File: config.mk
export PLATFORM = sky130hd
export DESIGN_NAME = dtmr_top
export DESIGN_NICKNAME = d
export VERILOG_FILES = /design/src/dtmr_pkg.sv /design/src/dtmr_timer.sv /design/src/dtmr_top.sv
export SDC_FILE = /design/constraint.sdc
export NUM_CORES = 1
export LEC_CHECK = 0
export ABC_AREA = 0
export BUFFER_PORTS_ARGS = -buffer_cell sky130_fd_sc_hd__buf_2
export CAP_MARGIN = 20
export CORE_UTILIZATION = 40
export DETAILED_ROUTE_END_ITERATION = 8
export PLACE_DENSITY = 0.69
export SLEW_MARGIN = 40
export SYNTH_ARGS = -nofsm -noshare
export SYNTH_HDL_FRONTEND = slang
export SYNTH_SLANG_ARGS = --single-unit
File: constraint.sdc
create_clock -name sys_clk -period 2.3 [get_ports sys_clk]
set_input_delay 0.115 -clock sys_clk [delete_from_list [all_inputs] [get_ports sys_clk]]
set_output_delay 0.115 -clock sys_clk [all_outputs]
set_load 0.03 [all_outputs]
File: src/dtmr_pkg.sv
// dual reload countdown timer package: register map, fields, timing constants
// assumes a byte-wide register port with plain strobes
package dtmr_pkg;
    // register offsets
    localparam logic [7:0] ADDR_RUN_CTRL    = 8'h0E;
    localparam logic [7:0] ADDR_T0_SETTINGS = 8'h0F;
    localparam logic [7:0] ADDR_T0_RLD_HI   = 8'h10;
    localparam logic [7:0] ADDR_T0_RLD_LO   = 8'h11;
    localparam logic [7:0] ADDR_T0_CNT_HI   = 8'h12;
    localparam logic [7:0] ADDR_T0_CNT_LO   = 8'h13;
    localparam logic [7:0] ADDR_T1_SETTINGS = 8'h14;
    localparam logic [7:0] ADDR_T1_RLD_HI   = 8'h15;
    localparam logic [7:0] ADDR_T1_RLD_LO   = 8'h16;
    localparam logic [7:0] ADDR_T1_CNT_HI   = 8'h17;
    localparam logic [7:0] ADDR_T1_CNT_LO   = 8'h18;
    localparam logic [7:0] ADDR_IRQ_STATUS  = 8'h30;
    localparam logic [7:0] ADDR_IRQ_MASK    = 8'h31;

    // settings register fields
    localparam int HALT_RX_BIT  = 7;
    localparam int START_MSB    = 5;
    localparam int START_LSB    = 4;
    localparam int RELOAD_BIT   = 3;
    localparam int CLKSEL_MSB   = 1;
    localparam int CLKSEL_LSB   = 0;
    localparam logic [7:0] SETTINGS_MASK = 8'hBB;
    localparam logic [7:0] SETTINGS_RST  = 8'h00;
    localparam logic [7:0] RELOAD_RST    = 8'h00;

    // run control: upper nibble running bits, lower nibble write enables
    localparam int RUN_BASE = 4;

    // start modes
    localparam logic [1:0] START_SW      = 2'h0;
    localparam logic [1:0] START_TX_END  = 2'h1;
    localparam logic [1:0] START_TRIM    = 2'h2;
    localparam logic [1:0] START_TRIM_UF = 2'h3;

    // clock selects
    localparam logic [1:0] CLK_FAST  = 2'h0;
    localparam logic [1:0] CLK_SLOW  = 2'h1;
    localparam logic [1:0] CLK_CASC2 = 2'h2;
    localparam logic [1:0] CLK_CASC3 = 2'h3;

    // slow tick divider: 13.56 MHz / 211.875 kHz
    localparam int SLOW_TICK_DIV = 64;
    localparam int RX_HALT_BITS  = 4;

    // interrupt status bits
    localparam int IRQ_T0 = 0;
    localparam int IRQ_T1 = 1;
endpackage

File: src/dtmr_timer.sv
// one 16-bit reloadable down counter
// assumes start and stop inputs are one-cycle pulses on sys_clk; tick may be held high to count every cycle
module dtmr_timer #(
    parameter int WIDTH = 16
) (
    input  wire logic             sys_clk,
    input  wire logic             reset_n,
    input  wire logic [WIDTH-1:0] reload_value,
    input  wire logic             start_pulse,
    input  wire logic             stop_pulse,
    input  wire logic             tick,
    input  wire logic             reload_on_zero,
    input  wire logic             wrap_on_zero,
    output logic [WIDTH-1:0]      count_q,
    output logic                  running_q,
    output logic                  underflow_q
);
    logic at_zero;
    assign at_zero = (count_q == '0);

    // counter: start loads, tick decrements, zero reloads, wraps or stops
    always_ff @(posedge sys_clk or negedge reset_n) begin
        if (!reset_n) begin
            count_q   <= '0;
            running_q <= 1'b0;
        end else if (start_pulse) begin
            count_q   <= reload_value;
            running_q <= 1'b1;
        end else if (stop_pulse) begin
            running_q <= 1'b0;
        end else if (running_q && tick) begin
            if (!at_zero) begin
                count_q <= count_q - 1'b1;
            end else if (reload_on_zero) begin
                count_q <= reload_value;
            end else if (wrap_on_zero) begin
                count_q <= count_q - 1'b1;
            end else begin
                running_q <= 1'b0;
            end
        end
    end

    // underflow pulse, one cycle, when a tick meets zero
    always_ff @(posedge sys_clk or negedge reset_n) begin
        if (!reset_n) begin
            underflow_q <= 1'b0;
        end else begin
            underflow_q <= running_q && tick && at_zero && !start_pulse && !stop_pulse;
        end
    end
endmodule

File: src/dtmr_top.sv
// dual reload countdown timers with register port and interrupt
// assumes rx/tx event inputs are synchronous pulses; trim edge input is a pin
//
// Design decision made here: the plain strobed port.
module dtmr_top #(
    parameter int WIDTH    = 16,
    parameter int SLOW_DIV = dtmr_pkg::SLOW_TICK_DIV
) (
    input  wire logic       sys_clk,
    input  wire logic       reset_n,
    input  wire logic [7:0] reg_addr,
    input  wire logic [7:0] reg_wdata,
    input  wire logic       reg_write,
    input  wire logic       reg_read,
    output logic [7:0]      reg_rdata,
    input  wire logic       rx_bit_pulse,
    input  wire logic       rx_frame_start,
    input  wire logic       tx_end_pulse,
    input  wire logic       trim_edge_pin,
    input  wire logic       timer2_underflow,
    output logic            irq,
    output logic            timer0_underflow,
    output logic            timer1_underflow
);
    // register storage
    logic [7:0] t0_settings_q;
    logic [7:0] t1_settings_q;
    logic [7:0] t0_rld_hi_q;
    logic [7:0] t0_rld_lo_q;
    logic [7:0] t1_rld_hi_q;
    logic [7:0] t1_rld_lo_q;
    logic [1:0] irq_status_q;
    logic [1:0] irq_mask_q;
    logic [7:0] rdata_d;

    // timer state
    logic [WIDTH-1:0] t0_count;
    logic [WIDTH-1:0] t1_count;
    logic             t0_running;
    logic             t1_running;
    logic             t0_uf;
    logic             t1_uf;

    // sw start/stop pulses from run control writes
    logic [1:0] sw_start;
    logic [1:0] sw_stop;

    // slow tick divider
    logic [$clog2(SLOW_DIV)-1:0] div_q;
    logic                        slow_tick_q;

    // receive bit counter
    logic [2:0] rx_bits_q;
    logic       rx_halt_q;

    // trimming edge input synchroniser and edge detect
    logic trim_meta_q;
    logic trim_sync_q;
    logic trim_prev_q;
    logic trim_rise;

    // decoded fields
    function automatic logic [1:0] start_mode(input logic [7:0] s);
        return s[dtmr_pkg::START_MSB:dtmr_pkg::START_LSB];
    endfunction

    function automatic logic is_trim(input logic [7:0] s);
        return start_mode(s) == dtmr_pkg::START_TRIM || start_mode(s) == dtmr_pkg::START_TRIM_UF;
    endfunction

    function automatic logic pick_tick(input logic [1:0] sel, input logic slow,
                                       input logic casc2, input logic casc3);
        logic t;
        t = 1'b1;
        unique case (sel)
            dtmr_pkg::CLK_FAST:  t = 1'b1;
            dtmr_pkg::CLK_SLOW:  t = slow;
            dtmr_pkg::CLK_CASC2: t = casc2;
            dtmr_pkg::CLK_CASC3: t = casc3;
        endcase
        return t;
    endfunction

    // automatic start: transmit end, or a trim edge while idle
    function automatic logic auto_start(input logic [7:0] s, input logic tx_end,
                                        input logic pin_rise, input logic running);
        logic hit;
        hit = 1'b0;
        if (start_mode(s) == dtmr_pkg::START_TX_END && tx_end) begin
            hit = 1'b1;
        end
        if (is_trim(s) && pin_rise && !running) begin
            hit = 1'b1;
        end
        return hit;
    endfunction

    // automatic stop: trim edge while running, or receive halt outside trimming
    function automatic logic auto_stop(input logic [7:0] s, input logic pin_rise,
                                       input logic running, input logic rx_halt);
        logic hit;
        hit = 1'b0;
        if (is_trim(s) && pin_rise && running) begin
            hit = 1'b1;
        end
        // trimming owns the pin edges, so the receive halt is ignored there
        if (s[dtmr_pkg::HALT_RX_BIT] && !is_trim(s) && rx_halt) begin
            hit = 1'b1;
        end
        return hit;
    endfunction

    logic wr_run;
    assign wr_run = reg_write && (reg_addr == dtmr_pkg::ADDR_RUN_CTRL);

    // run control: enable nibble gates each running bit
    always_comb begin
        for (int i = 0; i < 2; i++) begin
            sw_start[i] = wr_run && reg_wdata[i] && reg_wdata[dtmr_pkg::RUN_BASE + i];
            sw_stop[i]  = wr_run && reg_wdata[i] && !reg_wdata[dtmr_pkg::RUN_BASE + i];
        end
    end

    // settings writes; reserved settings bits stay zero
    always_ff @(posedge sys_clk or negedge reset_n) begin
        if (!reset_n) begin
            t0_settings_q <= dtmr_pkg::SETTINGS_RST;
            t1_settings_q <= dtmr_pkg::SETTINGS_RST;
        end else if (reg_write) begin
            if (reg_addr == dtmr_pkg::ADDR_T0_SETTINGS) begin
                t0_settings_q <= reg_wdata & dtmr_pkg::SETTINGS_MASK;
            end
            if (reg_addr == dtmr_pkg::ADDR_T1_SETTINGS) begin
                t1_settings_q <= reg_wdata & dtmr_pkg::SETTINGS_MASK;
            end
        end
    end

    // reload bytes; a start event or a reload at zero copies them into a counter
    always_ff @(posedge sys_clk or negedge reset_n) begin
        if (!reset_n) begin
            t0_rld_hi_q <= dtmr_pkg::RELOAD_RST;
            t0_rld_lo_q <= dtmr_pkg::RELOAD_RST;
            t1_rld_hi_q <= dtmr_pkg::RELOAD_RST;
            t1_rld_lo_q <= dtmr_pkg::RELOAD_RST;
        end else if (reg_write) begin
            unique case (reg_addr)
                dtmr_pkg::ADDR_T0_RLD_HI: t0_rld_hi_q <= reg_wdata;
                dtmr_pkg::ADDR_T0_RLD_LO: t0_rld_lo_q <= reg_wdata;
                dtmr_pkg::ADDR_T1_RLD_HI: t1_rld_hi_q <= reg_wdata;
                dtmr_pkg::ADDR_T1_RLD_LO: t1_rld_lo_q <= reg_wdata;
                default: ;
            endcase
        end
    end

    // interrupt mask, same layout as the status bits
    always_ff @(posedge sys_clk or negedge reset_n) begin
        if (!reset_n) begin
            irq_mask_q <= 2'h0;
        end else if (reg_write && reg_addr == dtmr_pkg::ADDR_IRQ_MASK) begin
            irq_mask_q <= reg_wdata[1:0];
        end
    end

    // read mux; unmapped addresses read zero
    always_comb begin
        rdata_d = 8'h00;
        unique case (reg_addr)
            dtmr_pkg::ADDR_RUN_CTRL:    rdata_d = {2'h0, t1_running, t0_running, 4'h0};
            dtmr_pkg::ADDR_T0_SETTINGS: rdata_d = t0_settings_q;
            dtmr_pkg::ADDR_T1_SETTINGS: rdata_d = t1_settings_q;
            dtmr_pkg::ADDR_T0_RLD_HI:   rdata_d = t0_rld_hi_q;
            dtmr_pkg::ADDR_T0_RLD_LO:   rdata_d = t0_rld_lo_q;
            dtmr_pkg::ADDR_T1_RLD_HI:   rdata_d = t1_rld_hi_q;
            dtmr_pkg::ADDR_T1_RLD_LO:   rdata_d = t1_rld_lo_q;
            dtmr_pkg::ADDR_T0_CNT_HI:   rdata_d = t0_count[15:8];
            dtmr_pkg::ADDR_T0_CNT_LO:   rdata_d = t0_count[7:0];
            dtmr_pkg::ADDR_T1_CNT_HI:   rdata_d = t1_count[15:8];
            dtmr_pkg::ADDR_T1_CNT_LO:   rdata_d = t1_count[7:0];
            dtmr_pkg::ADDR_IRQ_STATUS:  rdata_d = {6'h00, irq_status_q};
            dtmr_pkg::ADDR_IRQ_MASK:    rdata_d = {6'h00, irq_mask_q};
            default:                    rdata_d = 8'h00;
        endcase
    end

    // read data valid only in the cycle after the strobe
    always_ff @(posedge sys_clk or negedge reset_n) begin
        if (!reset_n) begin
            reg_rdata <= 8'h00;
        end else begin
            reg_rdata <= reg_read ? rdata_d : 8'h00;
        end
    end

    // slow tick: one pulse every SLOW_DIV fast cycles
    always_ff @(posedge sys_clk or negedge reset_n) begin
        if (!reset_n) begin
            div_q       <= '0;
            slow_tick_q <= 1'b0;
        end else begin
            slow_tick_q <= (div_q == $bits(div_q)'(SLOW_DIV - 1));
            div_q <= (div_q == $bits(div_q)'(SLOW_DIV - 1)) ? '0 : div_q + 1'b1;
        end
    end

    // count received bits of a frame; halt pulse after the fourth
    always_ff @(posedge sys_clk or negedge reset_n) begin
        if (!reset_n) begin
            rx_bits_q <= 3'h0;
            rx_halt_q <= 1'b0;
        end else begin
            rx_halt_q <= 1'b0;
            if (rx_frame_start) begin
                rx_bits_q <= 3'h0;
            end else if (rx_bit_pulse && rx_bits_q < 3'(dtmr_pkg::RX_HALT_BITS)) begin
                rx_bits_q <= rx_bits_q + 1'b1;
                rx_halt_q <= (rx_bits_q == 3'(dtmr_pkg::RX_HALT_BITS - 1));
            end
        end
    end

    // trim edge pin crosses in via two flops before edge detection
    always_ff @(posedge sys_clk or negedge reset_n) begin
        if (!reset_n) begin
            trim_meta_q <= 1'b0;
            trim_sync_q <= 1'b0;
            trim_prev_q <= 1'b0;
        end else begin
            trim_meta_q <= trim_edge_pin;
            trim_sync_q <= trim_meta_q;
            trim_prev_q <= trim_sync_q;
        end
    end
    assign trim_rise = trim_sync_q && !trim_prev_q;

    // per-timer start and stop events
    logic t0_start;
    logic t1_start;
    logic t0_stop;
    logic t1_stop;

    // trimming: rising edge starts when idle, stops when running
    always_comb begin
        t0_start = sw_start[0]
                   || auto_start(t0_settings_q, tx_end_pulse, trim_rise, t0_running);
        t1_start = sw_start[1]
                   || auto_start(t1_settings_q, tx_end_pulse, trim_rise, t1_running);
        t0_stop  = sw_stop[0]
                   || auto_stop(t0_settings_q, trim_rise, t0_running, rx_halt_q);
        t1_stop  = sw_stop[1]
                   || auto_stop(t1_settings_q, trim_rise, t1_running, rx_halt_q);
    end

    // tick selection per timer, with cascading
    logic t0_tick;
    logic t1_tick;
    assign t0_tick = pick_tick(t0_settings_q[dtmr_pkg::CLKSEL_MSB:dtmr_pkg::CLKSEL_LSB],
                               slow_tick_q, timer2_underflow, t1_uf);
    assign t1_tick = pick_tick(t1_settings_q[dtmr_pkg::CLKSEL_MSB:dtmr_pkg::CLKSEL_LSB],
                               slow_tick_q, t0_uf, timer2_underflow);

    dtmr_timer #(.WIDTH(WIDTH)) u_timer0 (
        .sys_clk        (sys_clk),
        .reset_n        (reset_n),
        .reload_value   ({t0_rld_hi_q, t0_rld_lo_q}),
        .start_pulse    (t0_start),
        .stop_pulse     (t0_stop),
        .tick           (t0_tick),
        .reload_on_zero (t0_settings_q[dtmr_pkg::RELOAD_BIT]),
        .wrap_on_zero   (start_mode(t0_settings_q) == dtmr_pkg::START_TRIM_UF),
        .count_q        (t0_count),
        .running_q      (t0_running),
        .underflow_q    (t0_uf)
    );

    dtmr_timer #(.WIDTH(WIDTH)) u_timer1 (
        .sys_clk        (sys_clk),
        .reset_n        (reset_n),
        .reload_value   ({t1_rld_hi_q, t1_rld_lo_q}),
        .start_pulse    (t1_start),
        .stop_pulse     (t1_stop),
        .tick           (t1_tick),
        .reload_on_zero (t1_settings_q[dtmr_pkg::RELOAD_BIT]),
        .wrap_on_zero   (start_mode(t1_settings_q) == dtmr_pkg::START_TRIM_UF),
        .count_q        (t1_count),
        .running_q      (t1_running),
        .underflow_q    (t1_uf)
    );

    // write-one-to-clear strobes for the status bits
    logic [1:0] irq_clr;
    assign irq_clr = (reg_write && reg_addr == dtmr_pkg::ADDR_IRQ_STATUS) ? reg_wdata[1:0] : 2'h0;

    // sticky status, write one to clear; a new event wins over the clear
    always_ff @(posedge sys_clk or negedge reset_n) begin
        if (!reset_n) begin
            irq_status_q <= 2'h0;
        end else begin
            irq_status_q[dtmr_pkg::IRQ_T0] <= t0_uf
                                             || (irq_status_q[dtmr_pkg::IRQ_T0] && !irq_clr[0]);
            irq_status_q[dtmr_pkg::IRQ_T1] <= t1_uf
                                             || (irq_status_q[dtmr_pkg::IRQ_T1] && !irq_clr[1]);
        end
    end

    // irq level; lags status by one cycle
    always_ff @(posedge sys_clk or negedge reset_n) begin
        if (!reset_n) begin
            irq <= 1'b0;
        end else begin
            irq <= |(irq_status_q & irq_mask_q);
        end
    end

    // underflow pulses out, registered so other timers see a clean pulse
    always_ff @(posedge sys_clk or negedge reset_n) begin
        if (!reset_n) begin
            timer0_underflow <= 1'b0;
            timer1_underflow <= 1'b0;
        end else begin
            timer0_underflow <= t0_uf;
            timer1_underflow <= t1_uf;
        end
    end
endmodule

==> results of run 1 <==
==> registers in the layout, indices dropped and copies added (netlist names), 3 cells and up <==
name              flops
div_q                 6
reg_rdata             8
rx_bits_q             3
t0_rld_hi_q           8
t0_rld_lo_q           8
t0_settings_q         6
t1_rld_hi_q           8
t1_rld_lo_q           8
t1_settings_q         6
u_timer0.count_q     16
u_timer1.count_q     16
==> worst max-delay path: stages (launching register included) <==
cell     delay, ns
dfrtp_1       0.40
inv_2         0.08
ha_4          0.13
or4b_4        0.49
or4b_4        0.54
nor2_4        0.21
o21ai_4       0.14
buf_6         0.20
a21oi_2       0.14
a21oi_2       0.04
==> per-layer routing <==
layer	track usage, %	up-vias
li1	-	2376
met1	32.3	2587
met2	37.4	248
met3	3.48	32
met4	11.7	0
met5	0	-
==> metrics by stage <==
step	cells	cell area [um^2]	power, uW	setup TNS [ns]
3_3_place_gp	842	6810	4740	-1.32
2_1_floorplan	587	6020	3810	-0.301
5_1_grt	870	7430	7220	-6.24
6_report	870	7430	6900	-4.38
3_5_place_dp	842	6810	4820	-2.48
4_1_cts	865	7260	6690	-2.87
==> area by class of cell <==
cell class                      instances  area (um^2)
Clock inverter                          3         67.6
Multi-Input combinational cell        437         3280
Sequential cell                       109         2730
Clock buffer                           13          260
Fill cell                            1310         7100
Tap cell                              184          230
Timing Repair Buffer                  111          820
Inverter                               13         48.8
==> worst paths after layout <==
check / to / depth (start not counted)
min: rx_bits_q[2]$_DFFE_PN0P_ / 3
max: u_timer0.count_q[9]$_DFFE_PN0P_ / 9
min in group asynchronous: u_timer0.count_q[9]$_DFFE_PN0P_ / 2
min reg2reg: trim_sync_q$_DFF_PN0_ / 0
max reg2reg: u_timer0.count_q[9]$_DFFE_PN0P_ / 9
max in group asynchronous: u_timer1.count_q[13]$_DFFE_PN0P_ / 3
==> synthesized netlist by cell type (9+ instances only) <==
master,n,share of area [%]
nor2_1,50,3.2
mux2_2,47,8.9
nand2_1,46,2.9
dfrtp_1,109,46
a21oi_1,48,4.0
nand2b_1,9,0.95
clkbuf_1,18,1.1
o21ai_0,28,2.4
nor3_1,17,1.4
inv_1,13,0.82
mux2i_1,10,1.7
nand3_1,20,1.7
==> power by group through the flow <==
stage	Combinational [uW]	Sequential (uW)	Clock, uW
after floorplan	1210	2600	0
after global placement	2210	2530	0
after detailed placement	2280	2540	0
after CTS	2440	2510	1740
after global routing	2860	2560	1800
final	2660	2520	1720
==> layout by cell type, fill, tap and decap left out, types with 9 or more instances in the layout <==
cell type / netlist / routed
inv_1: 13 / 11
mux2i_1: 10 / 10
buf_2: 7 / 34
o21ai_0: 28 / 27
nand3_1: 20 / 16
buf_4: 0 / 64
dfrtp_1: 109 / 109
a21oi_1: 48 / 33
nor3_1: 17 / 17
nor2_1: 50 / 49
nand2_1: 46 / 45
mux2_2: 47 / 47
a21oi_2: 1 / 14
nand2b_1: 9 / 9
clkbuf_16: 0 / 9
==> repair_timing <==
action	CTS	global route
resized for setup	13	27
endpoints found under the setup margin	33	34
pin swaps	10	18
hold buffers	3	0
cloned	0	1
hold endpoints to repair	28	0
setup buffers	4	4
==> cells by family after synthesis <==
group,Yosys count
compound gates,150
xor+xnor,9
fa+ha+maj,5
buf+inv,42
flops,109
mux,62
simple gates,210
==> flow_summary.yaml, run 1 <==
timing:
  relSlewSlack_pct: 47.6
  hold_violations: 0
  fin_hold_ws_ns: 0.0174
  rsz0062_at_grt: "true"
  setup_ws_ns: -0.182
  finalSetupViolations: 33
  clock_skew_ns: 0.0108
  period_share_pct: 108
  slew_viol_final: 0
  period_needed_ns: 2.48
  worst_slew_pin_slew_ns: 0.779
  fmax_mhz: 403
grt:
  antenna_found_initial: 0
  grt_max_degree: 56
  grt_pass1_vias: 5135
  track_usage_pct: 23.8
  grt_overflow: 0
  grt_first_pass_wirelength_um: 27300
logic_synthesis:
  async_flop_share_pct: 100
  synth.area.mux_share_pct: 12.5
  synth-xor-area-share_pct: 1.32
  synthDistinctLibCells: 73
  synth.avg_cell_area_um2: 10.1
  synth-seq-cells: 109
  postSynthCellCount: 587
  synth_top_family_by_area: "simple AND/OR/NAND/NOR gates"
  synth-simple-area-share_pct: 19.6
  syn-num-nets: 617
  synthAdderAreaFrac_pct: 1.05
  netlist_area_mm2: 0.00595
  synth_flop_cell: "dfrtp_1"
  yosys_warnings: 0
  synth_compound_area_share_pct: 16.5
  synth_edf_count: 0
  ys_seq_area_share_pct: 45.8
detailed_routing:
  drtAntennaViolNets: 0
  dr_wl_met3_um: 1230
  via_per_inst: 6.03
  via_count: 5243
  wl_um: 17700
  routed.top_layer: "met4"
  drc: 0
  wire_per_inst_um: 20.3
  m1WireLength_um: 7550
  detail_route.iter0.violations: 552
  first_pass_iters: 5
  wl_met2_um: 8400
setup_path:
  worstReg2RegStart: "u_timer0.count_q[1]$_DFFE_PN0P_"
  crit_type: "reg -> reg"
  cp.required_ns: 2.55
  arrival_ns: 2.73
  r2r_slack_ns: -0.18
  crit_path_start: "u_timer0.count_q[1]$_DFFE_PN0P_"
  path_max_fanout: 6
  cp-start-kind: "register"
  end_kind: "register"
floorplanning:
  die_area_mm2: 0.0154
  die_w_um: 124
  die_h_um: 124
  ios: 36
  start_util_pct: 40.9
  rows: 44
  core_area_mm2: 0.0145
clock_network:
  cts-root-buf: "clkbuf_16"
  cts_made_buffers: 9
  h-tree-depth: 3
  clockBufferDepth: 2
  clk_pin_slew_worst_paths_ns: 0.08
  clock_latency_ns: 0.36
  cts_tree: "done"
  clock_sinks: 109
pwr:
  combPwrFrac_pct: 38.6
  switching_share_pct: 34.5
  pwr-share-clk_pct: 24.9
  power_density_mw_per_mm2: 928
  seqPwrFrac_pct: 36.6
  ir_drop_v: 0.000375
  p_int_uw: 4520
  switchingPower_uw: 2380
  leakagePower_uw: 0.00329
place:
  numPortBuffers: 35
  gp_congestion: 0.974
  preCtsSetupSlack_ns: -0.152
  dp_hpwl_um: 12600
worst_hold_path:
  worstHoldStart: "rx_bit_pulse"
  hp-class: "in -> reg"
flow_run:
  cap_violations: 0
layout:
  final_nets: 711
  final_util_pct: 51.1
  layout-drive-gt1-share_pct: 35.1
  diodes: 0
  syn_to_final_growth_pct: 24.9
run_status:
  violations: "negative setup slack"
  outcome: "finished, violations left"
No activity file was read; power rests on OpenSTA's default activity.
==> run 2: changes to the inputs <==
Settings changed: CTS_BUF_LIST set to sky130_fd_sc_hd__clkbuf_16.
==> flow_summary.yaml, run 2 (synthesis gave the netlist of run 1 again) <==
setup_path:
  end_kind: "register"
  crit_chain: "inv_2 -> ha_4 -> or4b_4 -> or4b_4 -> nor2_4 -> o21ai_2 -> buf_6 -> a21oi_2 -> a21oi_1"
  max_stage_delay_ns: 0.54
  path_delay_family: "simple AND/OR/NAND/NOR gates"
  r2r_slack_ns: -0.19
  cpMaxStageDelayCell: "or4b_4"
  crit_type: "reg -> reg"
  cp.required_ns: 2.55
  arrival_ns: 2.74
  cp-start-kind: "register"
  regToRegEndpoint: "u_timer0.count_q[7]$_DFFE_PN0P_"
  reg2reg_depth: 9
  worst-path-buf-inv: 2
  path_max_fanout: 5
  crit_path_frequent_cell: "or4b_4"
  worstReg2RegStart: "u_timer0.count_q[1]$_DFFE_PN0P_"
detailed_routing:
  wl_um: 17800
  m1WireLength_um: 7720
  drtAntennaViolNets: 0
  drc: 0
  wire_per_inst_um: 20.4
  routed.top_layer: "met4"
  via_count: 5327
  wl_met2_um: 8220
  dr_wl_met3_um: 1170
  first_pass_iters: 5
  via_per_inst: 6.12
  detail_route.iter0.violations: 599
floorplanning:
  ios: 36
  rows: 44
  die_w_um: 124
  core_area_mm2: 0.0145
  die_h_um: 124
  die_area_mm2: 0.0154
  start_util_pct: 40.9
layout:
  syn_to_final_growth_pct: 24.7
  layout-drive-gt1-share_pct: 34.8
  mostFrequentLayoutCells: "dfrtp_1, buf_4, nor2_1, mux2_2, nand2_1"
  diodes: 0
  largestRegisters: "u_timer0.count_q: 16 flops, u_timer1.count_q: 16 flops"
  instances_no_fill: 870
  final_nets: 711
  layout_commonest_cell: "dfrtp_1"
  final_area_mm2: 0.00742
  regArea_mm2: 0.00273
  final_util_pct: 51.0
  fillCellCount: 1301
  multi_input_area_mm2: 0.00328
timing:
  relSlewSlack_pct: 45.7
  fin_hold_ws_ns: 0.0153
  fmax_mhz: 402
  period_needed_ns: 2.49
  period_share_pct: 108
  setup_ws_ns: -0.191
  finalSetupViolations: 33
  hold_violations: 0
  slew_viol_final: 0
  worst_slew_pin_slew_ns: 0.807
  rsz0062_at_grt: "true"
  clock_skew_ns: 0.0130
flow_run:
  cap_violations: 0
place:
  placed_area_mm2: 0.00681
  gp_congestion: 0.974
  preCtsSetupSlack_ns: -0.152
  dp.cells: 842
  dp_hpwl_um: 12600
  numPortBuffers: 35
clock_network:
  cts-root-buf: "clkbuf_16"
  clockBufferDepth: 2
  cts_tree: "done"
  cts_made_buffers: 9
  clock_latency_ns: 0.36
  h-tree-depth: 3
  clock_sinks: 109
  clk_pin_slew_worst_paths_ns: 0.08
grt:
  grt_pass1_vias: 5138
  track_usage_pct: 23.8
  grt_first_pass_wirelength_um: 27300
  grt_max_degree: 56
  grt_overflow: 0
  antenna_found_initial: 0
run_status:
  outcome: "finished, violations left"
  violations: "negative setup slack"
pwr:
  power_density_mw_per_mm2: 922
  combPwrFrac_pct: 39.2
  leakagePower_uw: 0.00329
  p_int_uw: 4450
  switching_share_pct: 35.0
  ir_drop_v: 0.000391
  switchingPower_uw: 2390
  seqPwrFrac_pct: 36.8
  pwr-share-clk_pct: 24.0
worst_hold_path:
  worstHoldStart: "rx_bit_pulse"
  hp-class: "in -> reg"
  hold_end: "rx_bits_q[2]$_DFFE_PN0P_"
  min_path_cells: 3
run 2: changes by cell type in the layout (fill, tap and decap cells not counted):
cell      change
a21oi_1       -1
a21oi_4       +1
clkbuf_1      -2
clkbuf_8      -2
clkinv_1      +2
inv_1         +2
o21ai_1       +1
o21ai_2       -1
run 2: timing repair:
| item | 4_1_cts | 5_1_grt |
|---|---|---|
| cloned | 0 | 1 |
| hold buffers | 3 | 0 |
| setup buffers | 4 | 4 |
| gates resized for setup | 14 | 27 |
| pin swaps | 10 | 18 |
| setup endpoints to repair | 33 | 34 |
| hold endpoints to repair | 28 | 0 |
run 2: worst min-delay path, delay by kind of cell:
family                 cells  cell delay, ns
AOI/OAI and AO/OA          1            0.06
buffers and inverters      1            0.10
and+or+nand+nor            1            0.06
run 2: power by group through the flow:
stage	registers (uW)	logic (uW)	clock network (uW)
2_1_floorplan	2600	1210	0
3_3_place_gp	2530	2210	0
3_5_place_dp	2540	2280	0
4_1_cts	2510	2440	1660
5_1_grt	2560	2870	1730
6_report	2520	2680	1640
run 2: final cells by class:
type | instances | share of cell area, %
multi-input combinational | 437 | 44.3
clock inverter | 7 | 1.11
sequential | 109 | 36.8
clock buffer | 9 | 3.04
timing repair buffer | 111 | 11.0
tap | 184 | 3.10
inverter | 13 | 0.658
run 2: worst max path at each step:
stage	from	endpoint	cells after the start
final	u_timer0.count_q[1]$_DFFE_PN0P_	u_timer0.count_q[7]$_DFFE_PN0P_	9
after global routing	u_timer0.count_q[1]$_DFFE_PN0P_	u_timer0.count_q[9]$_DFFE_PN0P_	9
after floorplan	u_timer1.count_q[10]$_DFFE_PN0P_	u_timer1.count_q[15]$_DFFE_PN0P_	7
after global placement	u_timer1.count_q[10]$_DFFE_PN0P_	u_timer1.count_q[1]$_DFFE_PN0P_	6
after CTS	u_timer0.count_q[1]$_DFFE_PN0P_	u_timer0.count_q[15]$_DFFE_PN0P_	9
after detailed placement	u_timer1.count_q[10]$_DFFE_PN0P_	u_timer1.count_q[1]$_DFFE_PN0P_	6
run 2: through the flow:
step	TNS (ns)	total power (uW)
3_3_place_gp	-1.32	4740
4_1_cts	-2.85	6620
5_1_grt	-6.07	7160
3_5_place_dp	-2.48	4820
6_report	-4.44	6840
2_1_floorplan	-0.301	3810
run 2: layer usage:
layer	vias up	global-route usage, %
met5	-	0
met4	0	12.2
met3	55	3.48
met2	243	37.0
met1	2660	32.3
li1	2369	-
==> run 3: changes to the inputs <==
Settings changed: CORE_UTILIZATION 40 to 49, PLACE_DENSITY 0.69 to 0.8, SYNTH_HIERARCHICAL set to 1.
==> flow_summary.yaml, run 3 <==
logic_synthesis:
  synthDistinctLibCells: 74
  netlist_area_mm2: 0.00629
  yosys_warnings: 6
  synthAdderAreaFrac_pct: 0.994
  async_flop_share_pct: 100
  synth_commonest_cells: "dfrtp_1, nor2_1, nand2_1"
  synth-seq-cells: 109
  synth_area_leaders: "dfrtp_1, mux2_2, nor2_1, nand2_1, o21ai_0"
  synth_top_cell_area_share_pct: 43.3
  synth_top_family_by_area: "simple AND/OR/NAND/NOR gates"
  synth_flop_cell: "dfrtp_1"
  synth_most_common_cell: "dfrtp_1"
  synth-simple-area-share_pct: 19.2
  synth_compound_area_share_pct: 18.8
  syn-num-nets: 647
  ys_seq_area_share_pct: 43.3
  synth_edf_count: 0
  synth.area.mux_share_pct: 13.0
  synth-xor-area-share_pct: 0.835
  postSynthCellCount: 617
  synth.avg_cell_area_um2: 10.2
  synth_area_leader_cell: "dfrtp_1"
timing:
  hold_violations: 0
  worst_slew_pin_slew_ns: 0.696
  setup_ws_ns: 0.0890
  slew_viol_final: 0
  fin_setup_tns_ns: 0
  period_share_pct: 96.1
  relSlewSlack_pct: 53.6
  period_needed_ns: 2.21
  finalSetupViolations: 0
  fmax_mhz: 452
  rsz0062_at_grt: "false"
  clock_skew_ns: 0.00847
run_status:
  outcome: "complete, no violations"
clock_network:
  h-tree-depth: 3
  cts_made_buffers: 9
  cts-root-buf: "clkbuf_16"
  cts_tree: "done"
  clock_latency_ns: 0.36
  clockBufferDepth: 2
  clock_sinks: 109
  clk_pin_slew_worst_paths_ns: 0.08
layout:
  syn_to_final_growth_pct: 20.1
  largestRegisters: "u_timer0/count_q: 16 flops, u_timer1/count_q: 16 flops"
  mostFrequentLayoutCells: "dfrtp_1, buf_4, nor2_1, nand2_1, mux2_2"
  layout_commonest_cell: "dfrtp_1"
  diodes: 0
  final_nets: 747
  fillCellCount: 1060
  final_area_mm2: 0.00756
  layout-drive-gt1-share_pct: 30.2
place:
  placed_area_mm2: 0.00713
  preCtsSetupSlack_ns: -0.0877
  gp_congestion: 0.950
  numPortBuffers: 35
  dp_hpwl_um: 14000
detailed_routing:
  via_count: 5602
  drc: 0
  wl_um: 19100
  wire_per_inst_um: 21.3
  via_per_inst: 6.27
  first_pass_iters: 5
  drtAntennaViolNets: 0
  detail_route.iter0.violations: 563
pwr:
  ir_drop_v: 0.000576
  power_density_mw_per_mm2: 901
  leakagePower_uw: 0.00332
floorplanning:
  start_util_pct: 50.1
  rows: 41
  ios: 36
  die_h_um: 115
  die_w_um: 115
  core_area_mm2: 0.0126
  die_area_mm2: 0.0133
setup_path:
  cp.required_ns: 2.55
  crit_chain: "inv_1 -> ha_1 -> nor3b_2 -> buf_4 -> and4_1 -> a21oi_4 -> mux2_2 -> o22a_1"
  cp-start-kind: "register"
  path_max_fanout: 8
  cpMaxStageDelayCell: "dfrtp_1"
  end_kind: "register"
  crit_type: "reg -> reg"
  max_stage_delay_ns: 0.41
  arrival_ns: 2.46
worst_hold_path:
  hp-class: "in -> reg"
grt:
  grt_first_pass_wirelength_um: 30100
  antenna_found_initial: 0
  grt_pass1_vias: 5416
  track_usage_pct: 30.5
  grt_overflow: 0
  grt_max_degree: 52
flow_run:
  cap_violations: 0
-- run 3: power breakdown --
group          internal [uW]  switching [uW]
Sequential              2240             398
Clock                    863             771
Combinational           1200            1350
Total                   4300            2520
-- run 3: area by class of cell --
class / instances / area (um^2) / share of cell area [%]
repair buffers: 119 / 866 / 11.5
flip-flops and latches: 109 / 2730 / 36.1
well taps: 172 / 215 / 2.85
inverters: 19 / 71.3 / 0.943
clock buffers: 9 / 225 / 2.98
multi-input cells: 459 / 3370 / 44.6
clock inverters: 7 / 82.6 / 1.09
-- run 3: kinds of logic after synthesis --
group / after synthesis
fa+ha+maj: 5
simple gates: 222
buf+inv: 49
xor+xnor: 6
flops: 109
compound gates: 158
mux: 68
-- run 3: worst max-delay path, delay by kind of cell, from the launching register on --
| kind | cells | cell delay, ns |
|---|---|---|
| simple gates | 2 | 0.41 |
| compound gates | 2 | 0.48 |
| buf+inv | 2 | 0.21 |
| mux | 1 | 0.38 |
| fa+ha+maj | 1 | 0.21 |
| flops | 1 | 0.41 |
-- run 3: final timing paths --
path	start	to	slack, ns	cells past startpoint
setup reg to reg	u_timer1/count_q[1]$_DFFE_PN0P_	u_timer1/count_q[7]$_DFFE_PN0P_	0.09	8
max in group asynchronous	reset_n	t1_rld_lo_q[4]$_DFFE_PN0P_	1.31	3
hold / removal	rx_bit_pulse	rx_bits_q[2]$_DFFE_PN0P_	0.01	3
hold reg to reg	trim_meta_q$_DFF_PN0_	trim_sync_q$_DFF_PN0_	0.36	0
min in group asynchronous	reset_n	t1_rld_hi_q[2]$_DFFE_PN0P_	0.33	2
setup / recovery	u_timer1/count_q[1]$_DFFE_PN0P_	u_timer1/count_q[7]$_DFFE_PN0P_	0.09	8
-- run 3: through the flow --
stage                     hold slack [ns]  instances  total power [uW]  utilization, %
after floorplan                    -0.181        617              4020               -
after global placement              0.186        872              4990            56.7
after detailed placement            0.198        872              5050            56.7
after CTS                         0.00759        891              6710            59.5
after global routing               0.0300        894              7160            60.2
final                              0.0144        894              6820            60.2
-- run 3: metal layers --
layer	routed length (um)	track usage, %	vias up	part of all wire, %
met3	1920	9.23	34	10
met1	8300	44.1	2754	44
met2	8420	43.4	282	44
met5	0	0	-	0
li1	-	-	2532	-
met4	444	9.87	0	2.3
-- run 3: repair_timing --
item                                   CTS  global route
setup endpoints to repair                1            21
cloned                                   0             0
buffers inserted                         0             3
hold buffers                             3             0
resized for setup                        1             7
endpoints found under the hold margin   52             0
pin swaps                                0             3
